--- config.mk ---
export PLATFORM = sky130hd
export DESIGN_NAME = rpdr_core
export DESIGN_NICKNAME = d
export VERILOG_FILES = /design/src/inc/rpdr_pkg.sv /design/src/design/rpdr_core.sv /design/src/design/rpdr_ramp.sv
export SDC_FILE = /design/constraint.sdc
export NUM_CORES = 1
export LEC_CHECK = 0
export BUFFER_PORTS_ARGS = -buffer_cell sky130_fd_sc_hd__buf_4
export CORE_AREA = 2 2 235 237
export DETAILED_ROUTE_END_ITERATION = 8
export DIE_AREA = 0 0 237 239
export GPL_TIMING_DRIVEN = 0
export PLACE_DENSITY = 0.68
export SLEW_MARGIN = 15
export SYNTH_ARGS = -nofsm -noshare
export SYNTH_HDL_FRONTEND = slang
export SYNTH_SLANG_ARGS = --single-unit
--- constraint.sdc ---
create_clock -name clk -period 33.8 [get_ports clk]
set_clock_uncertainty 0.05 [all_clocks]
set_input_delay 5.07 -clock clk [delete_from_list [all_inputs] [get_ports clk]]
set_output_delay 5.07 -clock clk [all_outputs]
set_load 0.1 [all_outputs]
--- src/inc/rpdr_pkg.sv ---
// ==========================================================
// Shared constants and types
package rpdr_pkg;

    // Timing: hold and ramp times count in tenths of a second
    localparam int CLK_PERIOD_NS = 25;
    localparam int TENTH_SEC_NS = 100000000;
    localparam int TICK_CYCLES = TENTH_SEC_NS / CLK_PERIOD_NS;

    // Register word offsets (byte addresses)
    localparam logic [7:0] OFF_CTRL = 8'h00;
    localparam logic [7:0] OFF_TARGET = 8'h04;
    localparam logic [7:0] OFF_MAXF = 8'h08;
    localparam logic [7:0] OFF_STARTF = 8'h0C;
    localparam logic [7:0] OFF_ACCT = 8'h10;
    localparam logic [7:0] OFF_DECT = 8'h14;
    localparam logic [7:0] OFF_QHALT = 8'h18;
    localparam logic [7:0] OFF_RISEF = 8'h1C;
    localparam logic [7:0] OFF_RISET = 8'h20;
    localparam logic [7:0] OFF_FALLF = 8'h24;
    localparam logic [7:0] OFF_FALLT = 8'h28;
    localparam logic [7:0] OFF_STATUS = 8'h2C;
    localparam logic [7:0] OFF_TFUNC = 8'h30;

    // Control register fields
    localparam int CTRL_POLICY_BIT = 0;
    localparam int CTRL_STOP_LSB = 1;
    localparam int CTRL_METHOD_LSB = 3;

    // Encodings
    localparam logic [7:0] FUNC_RUN_PERMIT = 8'h0D;
    localparam logic [1:0] STOP_COAST = 2'h0;
    localparam logic [1:0] STOP_QHALT = 2'h2;
    localparam logic [1:0] STOP_QHALT_RESUME = 2'h3;
    localparam logic [1:0] METHOD_VF = 2'h0;

    // Limits and reset values (0.01 Hz and 0.1 s units)
    localparam logic [15:0] QHALT_MAX = 16'h1770;
    localparam logic [15:0] RISET_MAX = 16'h0064;
    localparam logic [15:0] FALLT_MAX = 16'h0258;
    localparam logic [15:0] QHALT_RST = 16'h0032;
    localparam logic [15:0] HOLDF_RST = 16'h01F4;
    localparam logic [15:0] HOLDT_RST = 16'h0000;
    localparam logic [15:0] MAXF_RST = 16'h1770;
    localparam logic [15:0] STARTF_RST = 16'h0032;
    localparam logic [15:0] RAMPT_RST = 16'h0032;

    typedef enum logic [2:0] {
        RPDR_IDLE = 3'b000,
        RPDR_ACCEL = 3'b001,
        RPDR_RISE_HOLD = 3'b010,
        RPDR_RUN = 3'b011,
        RPDR_DECEL = 3'b100,
        RPDR_FALL_HOLD = 3'b101,
        RPDR_QHALT = 3'b110
    } rpdr_state_e;

    // Software settings
    typedef struct packed {
        logic policy;
        logic [1:0] stop_mode;
        logic [1:0] method;
        logic [15:0] target;
        logic [15:0] maxf;
        logic [15:0] startf;
        logic [15:0] acc_t;
        logic [15:0] dec_t;
        logic [15:0] qhalt_t;
        logic [15:0] rise_f;
        logic [15:0] rise_t;
        logic [15:0] fall_f;
        logic [15:0] fall_t;
    } rpdr_cfg_s;

endpackage

--- src/design/rpdr_core.sv ---
// The placing of the registers and strobed register access are this design's own decisions.
`timescale 1ns/100ps
module rpdr_core
#(
    parameter int NUM_TERM = 7,
    parameter int TICK = rpdr_pkg::TICK_CYCLES
)
(
    input wire logic clk,
    input wire logic reset_n,
    input wire logic [7:0] addr,
    input wire logic [31:0] wdata,
    input wire logic wr_en,
    input wire logic rd_en,
    output logic [31:0] rdata,
    input wire logic run_cmd,
    input wire logic [NUM_TERM-1:0] term_in,
    output logic [15:0] freq_out,
    output logic drive_on
);

    // ======================================================
    // Registers
    rpdr_pkg::rpdr_cfg_s cfg;
    rpdr_pkg::rpdr_cfg_s next_cfg;
    logic [7:0] tfunc [NUM_TERM];
    logic [7:0] next_tfunc [NUM_TERM];
    logic [31:0] next_rdata;
    rpdr_pkg::rpdr_state_e state;
    rpdr_pkg::rpdr_state_e next_state;
    logic permit_in;
    logic run_lock;

    // Time clamp on write
    function automatic logic [15:0] clip(input logic [15:0] v,
                                         input logic [15:0] lim);
        clip = (v > lim) ? lim : v;
    endfunction

    // Frequency clamp between start and max
    function automatic logic [15:0] fclip(input logic [15:0] v,
                                          input logic [15:0] lo,
                                          input logic [15:0] hi);
        fclip = (v < lo) ? lo : ((v > hi) ? hi : v);
    endfunction

    // Register writes
    always_comb
    begin
        next_cfg = cfg;
        for (int i = 0; i < NUM_TERM; i++)
            next_tfunc[i] = tfunc[i];
        if (wr_en)
        begin
            case (addr)
                rpdr_pkg::OFF_CTRL:
                begin
                    next_cfg.policy = wdata[rpdr_pkg::CTRL_POLICY_BIT];
                    next_cfg.stop_mode =
                        wdata[rpdr_pkg::CTRL_STOP_LSB +: 2];
                    next_cfg.method = wdata[rpdr_pkg::CTRL_METHOD_LSB +: 2];
                end
                rpdr_pkg::OFF_TARGET: next_cfg.target = wdata[15:0];
                rpdr_pkg::OFF_MAXF: next_cfg.maxf = wdata[15:0];
                rpdr_pkg::OFF_STARTF: next_cfg.startf = wdata[15:0];
                rpdr_pkg::OFF_ACCT: next_cfg.acc_t = wdata[15:0];
                rpdr_pkg::OFF_DECT: next_cfg.dec_t = wdata[15:0];
                rpdr_pkg::OFF_QHALT:
                    next_cfg.qhalt_t = clip(wdata[15:0], rpdr_pkg::QHALT_MAX);
                rpdr_pkg::OFF_RISEF: next_cfg.rise_f = wdata[15:0];
                rpdr_pkg::OFF_RISET:
                    next_cfg.rise_t = clip(wdata[15:0], rpdr_pkg::RISET_MAX);
                rpdr_pkg::OFF_FALLF: next_cfg.fall_f = wdata[15:0];
                rpdr_pkg::OFF_FALLT:
                    next_cfg.fall_t = clip(wdata[15:0], rpdr_pkg::FALLT_MAX);
                default:
                begin
                    for (int i = 0; i < NUM_TERM; i++)
                        if (addr == rpdr_pkg::OFF_TFUNC + 8'(4 * i))
                            next_tfunc[i] = wdata[7:0];
                end
            endcase
        end
    end

    // Read mux, data in the cycle after the strobe
    always_comb
    begin
        next_rdata = '0;
        if (rd_en)
        begin
            case (addr)
                rpdr_pkg::OFF_CTRL:
                    next_rdata = {27'h0, cfg.method, cfg.stop_mode,
                                  cfg.policy};
                rpdr_pkg::OFF_TARGET: next_rdata = {16'h0, cfg.target};
                rpdr_pkg::OFF_MAXF: next_rdata = {16'h0, cfg.maxf};
                rpdr_pkg::OFF_STARTF: next_rdata = {16'h0, cfg.startf};
                rpdr_pkg::OFF_ACCT: next_rdata = {16'h0, cfg.acc_t};
                rpdr_pkg::OFF_DECT: next_rdata = {16'h0, cfg.dec_t};
                rpdr_pkg::OFF_QHALT: next_rdata = {16'h0, cfg.qhalt_t};
                rpdr_pkg::OFF_RISEF: next_rdata = {16'h0, cfg.rise_f};
                rpdr_pkg::OFF_RISET: next_rdata = {16'h0, cfg.rise_t};
                rpdr_pkg::OFF_FALLF: next_rdata = {16'h0, cfg.fall_f};
                rpdr_pkg::OFF_FALLT: next_rdata = {16'h0, cfg.fall_t};
                rpdr_pkg::OFF_STATUS:
                    next_rdata = {8'h0, permit_in, run_lock, drive_on,
                                  2'h0, state, freq_out};
                default:
                begin
                    for (int i = 0; i < NUM_TERM; i++)
                        if (addr == rpdr_pkg::OFF_TFUNC + 8'(4 * i))
                            next_rdata = {24'h0, tfunc[i]};
                end
            endcase
        end
    end

    // Register storage
    always_ff @(posedge clk or negedge reset_n)
    begin
        if (!reset_n)
        begin
            cfg <= '{policy: 1'b0, stop_mode: rpdr_pkg::STOP_COAST,
                     method: rpdr_pkg::METHOD_VF, target: '0,
                     maxf: rpdr_pkg::MAXF_RST,
                     startf: rpdr_pkg::STARTF_RST,
                     acc_t: rpdr_pkg::RAMPT_RST,
                     dec_t: rpdr_pkg::RAMPT_RST,
                     qhalt_t: rpdr_pkg::QHALT_RST,
                     rise_f: rpdr_pkg::HOLDF_RST,
                     rise_t: rpdr_pkg::HOLDT_RST,
                     fall_f: rpdr_pkg::HOLDF_RST,
                     fall_t: rpdr_pkg::HOLDT_RST};
            for (int i = 0; i < NUM_TERM; i++)
                tfunc[i] <= '0;
            rdata <= '0;
        end
        else
        begin
            cfg <= next_cfg;
            for (int i = 0; i < NUM_TERM; i++)
                tfunc[i] <= next_tfunc[i];
            rdata <= next_rdata;
        end
    end

    // ======================================================
    // Permit detection per terminal
    logic [NUM_TERM-1:0] term_permit;
    logic permit_ok;
    logic running;
    logic loss;
    logic dwell_ok;
    logic [15:0] rise_fc;
    logic [15:0] fall_fc;

    generate
        for (genvar g = 0; g < NUM_TERM; g++)
        begin : g_term
            assign term_permit[g] = term_in[g] &&
                (tfunc[g] == rpdr_pkg::FUNC_RUN_PERMIT);
        end
    endgenerate

    // Permit and stop triggers
    assign permit_in = |term_permit;
    assign permit_ok = !cfg.policy || permit_in;
    assign running = (state != rpdr_pkg::RPDR_IDLE) &&
                     (state != rpdr_pkg::RPDR_QHALT);
    assign loss = cfg.policy && !permit_in && running;
    assign dwell_ok = (cfg.method == rpdr_pkg::METHOD_VF);
    assign rise_fc = fclip(cfg.rise_f, cfg.startf, cfg.maxf);
    assign fall_fc = fclip(cfg.fall_f, cfg.startf, cfg.maxf);

    // ======================================================
    // Sequencer
    logic [15:0] freq;
    logic [15:0] next_freq;
    logic next_drive_on;
    logic rise_pend;
    logic next_rise_pend;
    logic fall_pend;
    logic next_fall_pend;
    logic next_run_lock;
    logic [15:0] hold_cnt;
    logic [15:0] next_hold_cnt;
    logic [31:0] tick_cnt;
    logic tick;
    logic [15:0] goal;
    logic [15:0] ramp_t;
    logic step;
    logic hold;

    assign tick = (tick_cnt == 32'(TICK - 1));
    assign hold = (state == rpdr_pkg::RPDR_RISE_HOLD) ||
                  (state == rpdr_pkg::RPDR_FALL_HOLD);
    assign freq_out = freq;

    // Goal and ramp time per state
    always_comb
    begin
        goal = cfg.target;
        ramp_t = cfg.acc_t;
        case (state)
            rpdr_pkg::RPDR_ACCEL:
                goal = rise_pend ? rise_fc : cfg.target;
            rpdr_pkg::RPDR_RUN:
                ramp_t = (cfg.target < freq) ? cfg.dec_t : cfg.acc_t;
            rpdr_pkg::RPDR_DECEL:
            begin
                goal = fall_pend ? fall_fc : '0;
                ramp_t = cfg.dec_t;
            end
            rpdr_pkg::RPDR_QHALT:
            begin
                goal = '0;
                ramp_t = cfg.qhalt_t;
            end
            default: goal = freq;
        endcase
    end

    rpdr_ramp #(.TICK(TICK)) u_ramp
    (
        .clk(clk),
        .reset_n(reset_n),
        .run(freq != goal && !hold),
        .period(ramp_t),
        .full_scale(cfg.maxf),
        .step(step)
    );

    // Next state, frequency and hold bookkeeping
    always_comb
    begin
        next_state = state;
        next_freq = freq;
        next_drive_on = drive_on;
        next_rise_pend = rise_pend;
        next_fall_pend = fall_pend;
        next_run_lock = run_lock && run_cmd;
        next_hold_cnt = hold ? hold_cnt + 16'(tick) : '0;
        if (step && freq != goal)
            next_freq = (freq < goal) ? freq + 16'h1 : freq - 16'h1;
        if (loss && cfg.stop_mode[1] == 1'b0)
        begin
            next_state = rpdr_pkg::RPDR_IDLE;
            next_freq = '0;
            next_drive_on = 1'b0;
        end
        else if (loss)
        begin
            next_state = rpdr_pkg::RPDR_QHALT;
        end
        else
        begin
            case (state)
                rpdr_pkg::RPDR_IDLE:
                    if (run_cmd && permit_ok && !run_lock)
                    begin
                        next_state = rpdr_pkg::RPDR_ACCEL;
                        next_drive_on = 1'b1;
                        next_rise_pend = dwell_ok && cfg.rise_t != '0 &&
                            cfg.rise_f != '0 && rise_fc < cfg.target;
                    end
                rpdr_pkg::RPDR_ACCEL:
                    if (!run_cmd)
                        next_state = rpdr_pkg::RPDR_DECEL;
                    else if (freq == goal)
                        next_state = rise_pend ? rpdr_pkg::RPDR_RISE_HOLD
                                               : rpdr_pkg::RPDR_RUN;
                rpdr_pkg::RPDR_RISE_HOLD:
                    if (!run_cmd)
                        next_state = rpdr_pkg::RPDR_DECEL;
                    else if (hold_cnt >= cfg.rise_t)
                    begin
                        next_state = rpdr_pkg::RPDR_ACCEL;
                        next_rise_pend = 1'b0;
                    end
                rpdr_pkg::RPDR_RUN:
                    if (!run_cmd)
                        next_state = rpdr_pkg::RPDR_DECEL;
                rpdr_pkg::RPDR_DECEL:
                    if (run_cmd)
                    begin
                        next_state = rpdr_pkg::RPDR_RUN;
                        next_rise_pend = 1'b0;
                    end
                    else if (fall_pend && freq == goal)
                        next_state = rpdr_pkg::RPDR_FALL_HOLD;
                    else if (freq == '0)
                    begin
                        next_state = rpdr_pkg::RPDR_IDLE;
                        next_drive_on = 1'b0;
                    end
                rpdr_pkg::RPDR_FALL_HOLD:
                    if (run_cmd)
                        next_state = rpdr_pkg::RPDR_RUN;
                    else if (hold_cnt >= cfg.fall_t)
                    begin
                        next_state = rpdr_pkg::RPDR_DECEL;
                        next_fall_pend = 1'b0;
                    end
                rpdr_pkg::RPDR_QHALT:
                    if (freq == '0)
                    begin
                        next_state = rpdr_pkg::RPDR_IDLE;
                        next_drive_on = 1'b0;
                        next_run_lock = run_cmd &&
                            cfg.stop_mode == rpdr_pkg::STOP_QHALT;
                    end
                default: next_state = rpdr_pkg::RPDR_IDLE;
            endcase
        end
        // Rise hold of a cut ramp is never carried into idle
        if (next_state == rpdr_pkg::RPDR_IDLE)
            next_rise_pend = 1'b0;
        // Fall hold armed only by a stop command
        if (next_state == rpdr_pkg::RPDR_DECEL &&
            state != rpdr_pkg::RPDR_DECEL && state != rpdr_pkg::RPDR_FALL_HOLD)
            next_fall_pend = dwell_ok && cfg.fall_t != '0 &&
                cfg.fall_f != '0 && fall_fc < freq;
    end

    // Sequencer registers
    always_ff @(posedge clk or negedge reset_n)
    begin
        if (!reset_n)
        begin
            state <= rpdr_pkg::RPDR_IDLE;
            freq <= '0;
            drive_on <= 1'b0;
            rise_pend <= 1'b0;
            fall_pend <= 1'b0;
            run_lock <= 1'b0;
            hold_cnt <= '0;
            tick_cnt <= '0;
        end
        else
        begin
            state <= next_state;
            freq <= next_freq;
            drive_on <= next_drive_on;
            rise_pend <= next_rise_pend;
            fall_pend <= next_fall_pend;
            run_lock <= next_run_lock;
            hold_cnt <= next_hold_cnt;
            tick_cnt <= (tick || !hold) ? '0 : tick_cnt + 32'h1;
        end
    end
endmodule

--- src/design/rpdr_ramp.sv ---
`timescale 1ns/100ps
// ==========================================================
// Rate generator: one step pulse per frequency unit so that
// full scale is crossed in the given time (0.1 s units)
module rpdr_ramp
#(
    parameter int TICK = rpdr_pkg::TICK_CYCLES
)
(
    input wire logic clk,
    input wire logic reset_n,
    input wire logic run,
    input wire logic [15:0] period,
    input wire logic [15:0] full_scale,
    output logic step
);

    logic [40:0] acc;
    logic [40:0] next_acc;
    logic [40:0] limit;
    logic [40:0] sum;

    // Accumulate full scale, one step per limit crossed
    always_comb
    begin
        limit = 41'(period) * 41'(TICK);
        sum = acc + 41'(full_scale);
        next_acc = acc;
        step = 1'b0;
        if (!run)
        begin
            next_acc = '0;
        end
        else if (limit == '0)
        begin
            step = 1'b1; // Zero time: fastest rate
            next_acc = '0;
        end
        else if (sum >= limit)
        begin
            step = 1'b1;
            next_acc = (sum - limit >= limit) ? '0 : sum - limit;
        end
        else
        begin
            next_acc = sum;
        end
    end

    // Accumulator register
    always_ff @(posedge clk or negedge reset_n)
    begin
        if (!reset_n)
            acc <= '0;
        else
            acc <= next_acc;
    end

endmodule

==> metrics.txt <==
run status finished, violations left; failing checks design-rule violations; nets ~3700; first-pass GRT wire length 149000 microns; most frequent cell after synthesis ha_1; slowest stage delay, CP slightly below 0.8 ns; mapped cell area 0.0294 sq mm; flop2flop setup slack 20.11 ns; Yosys reg bits ~360; slew margin rel. 22.2%; DRT Pass-1 Iters 9; Routability Congestion 1.03; initial antenna violation count 2; clk_lat worst skew 0.62 ns; crit end category flop; die outline width 237 microns; GRT Total Usage 34.3%; Max-Cap Viols 0; Initial Utilization 54.1%; RSZ-0062 raised after global routing no; highest clock rate between 70 and 80 MHz; Synth-to-Final Area Change 10.3%; post-route ant nets 0; wire per inst 24.6 microns; Final Max Tran Viols 0; CP Data Arrival Time 14.08 ns; CTS tree yes; die area 0.0566 sq mm; # port buffers roughly 70; clock slew at reported path FFs 0.06 ns; cell at the slowest stage of the critical path a21oi_1; CTS Hold Bufs 0; final setup TNS 0 ns; # setup viols final 0; Required @ worst endpoint 34.20 ns; synth unique cells 90; Seq/Total Area, Yosys 30.4%; Site Rows 86; H-tree depth 2; post-synth top area cell dfrtp_1; CP max FO 10; Mapped Cells 3098; placed insts 3889; CP Launch Type flop; Yosys warnings 0; worst hold path class flop to flop; clk sinks 355; period utilization about two fifths; Root Buffer clkbuf_16; CTS Buffer Depth 3; core area 0.0543 sq mm; via count 25600; Tightest Pin Transition 1.16 ns; drt drc 2; crit path kind flop to flop; Fin. Hold Viols 0; Post-synth EDFFs 0; FILL cells 4724; multi-input gate area in the final layout 0.0191 sq mm; global route total overflow 0; pin count of the biggest net entering global routing roughly 110; post-route minimum period 13.69 ns; layout cell share with drive strength beyond 1 12.4%; Finished Layout Cells between 3000 and 4000; Synth area leaders dfrtp_1 28%, ha_1 15%, mux2_2 6.7%, fa_1 4.0%, mux2i_1 3.5%; most instantiated cells after synthesis 353 x ha_1, 324 x dfrtp_1, 250 x nor2_1; register area 0.00892 sq mm; vias in the first global route 25400; Yosys top cell area share 27.6%; Synth Flop Type dfrtp_1; post-CTS sizing 0; Total Wirelength about 98000 microns; post-CTS setup buffers 0; Post-synth ARST share 100%; Detailed Place HPWL between 70000 and 80000 microns; DR iter-0 viols 2431; total I/O pin count about 100; TritonCTS buffer count 42; Die Height 239 microns; detailed-route vias per instance 6.44; Syn Area/Cell between 9 and 10 sq um
[layout make-up]
type	count	share of cell area (%)
Buffer	131	1.76
Timing Repair Buffer	75	2.02
Inverter	221	2.56
Antenna cell	1	0.00772
Clock buffer	61	3.74
Multi-Input combinational cell	2403	59.0
Clock inverter	17	0.668
Sequential cell	355	27.5
Tap cell	704	2.72
[worst paths after layout]
kind                                  start             end  depth (start not counted)
worst max-delay path            freq_out[1]  u_ramp.acc[22]                         47
max in group asynchronous           reset_n        cfg[101]                          4
worst max register to register  freq_out[1]  u_ramp.acc[22]                         47
min in group asynchronous           reset_n    freq_out[13]                          1
worst min-delay path            tick_cnt[0]     tick_cnt[0]                          1
worst min register to register  tick_cnt[0]     tick_cnt[0]                          1
[metal layers]
metal | global-route usage (%) | wire length (microns) | part of all wire [%] | up-vias
met5 | 0 | 13 | 0.013 | -
met2 | 55.9 | 44700 | 46 | 1145
met3 | 6.22 | 7580 | 7.8 | 322
met4 | 18.8 | 6120 | 6.3 | 2
li1 | - | - | - | 11600
met1 | 43.3 | 39200 | 40 | 12500
[placed cells by master, fill, tap and decap left out, types with 42 or more instances in the layout]
cell	netlist	layout
a21o_1	90	90
a21oi_1	183	182
a22oi_1	50	50
buf_4	15	84
clkbuf_1	104	114
clkbuf_16	0	42
dfrtp_1	324	324
fa_1	58	58
ha_1	353	353
inv_1	217	217
mux2_2	176	176
mux2i_1	104	104
nand2_1	132	132
nand3_1	78	78
nand4_1	58	58
nor2_1	250	250
nor2b_1	45	45
nor3_1	90	90
o21ai_0	100	100
xnor2_1	79	79
xor2_1	69	69
[kinds of logic (layout without fill, tap and decap cells)]
kind of cell | count (synthesis) | after routing | synth area share [%]
DFF | 355 | 355 | 30.4
other | 1 | 14 | 0.0128
adders and majority gates | 411 | 411 | 19.0
buffers and inverters | 352 | 505 | 4.77
muxes | 280 | 280 | 10.3
AOI/OAI and AO/OA | 699 | 699 | 16.4
and+or+nand+nor | 851 | 851 | 14.7
xor gates and xnor gates | 149 | 149 | 4.49
[registers in the layout (all words and copies together), names as in the netlist]
name        flops
rdata          22
tfunc          56
u_ramp.acc     41
tick_cnt       32
state           3
drive_on        1
freq_out       16
cfg           165
rise_pend       1
fall_pend       1
hold_cnt       16
run_lock        1
[critical path: cells and delay by family (launching register included)]
family          cells  cell delay (ns)
buf+inv            10             2.07
simple gates       10             1.73
flops               1             0.63
compound gates     15             4.61
xor+xnor            2             0.30
fa+ha+maj          10             4.12
[per-stage QoR]
step	instance area, sq um	hold WS (ns)	setup slack [ns]	util [%]
after floorplan	29400	0.411	22.23	-
after global placement	30800	0.448	20.50	56.7
after detailed placement	31000	0.456	20.48	57.0
after CTS	32400	0.462	20.42	59.6
after global routing	32400	0.487	19.57	59.6
final	32400	0.463	20.11	59.6
Power is left out: the tool's default activity adds up to more than one toggle a clock period on the data nets, which glitch-free logic cannot reach.
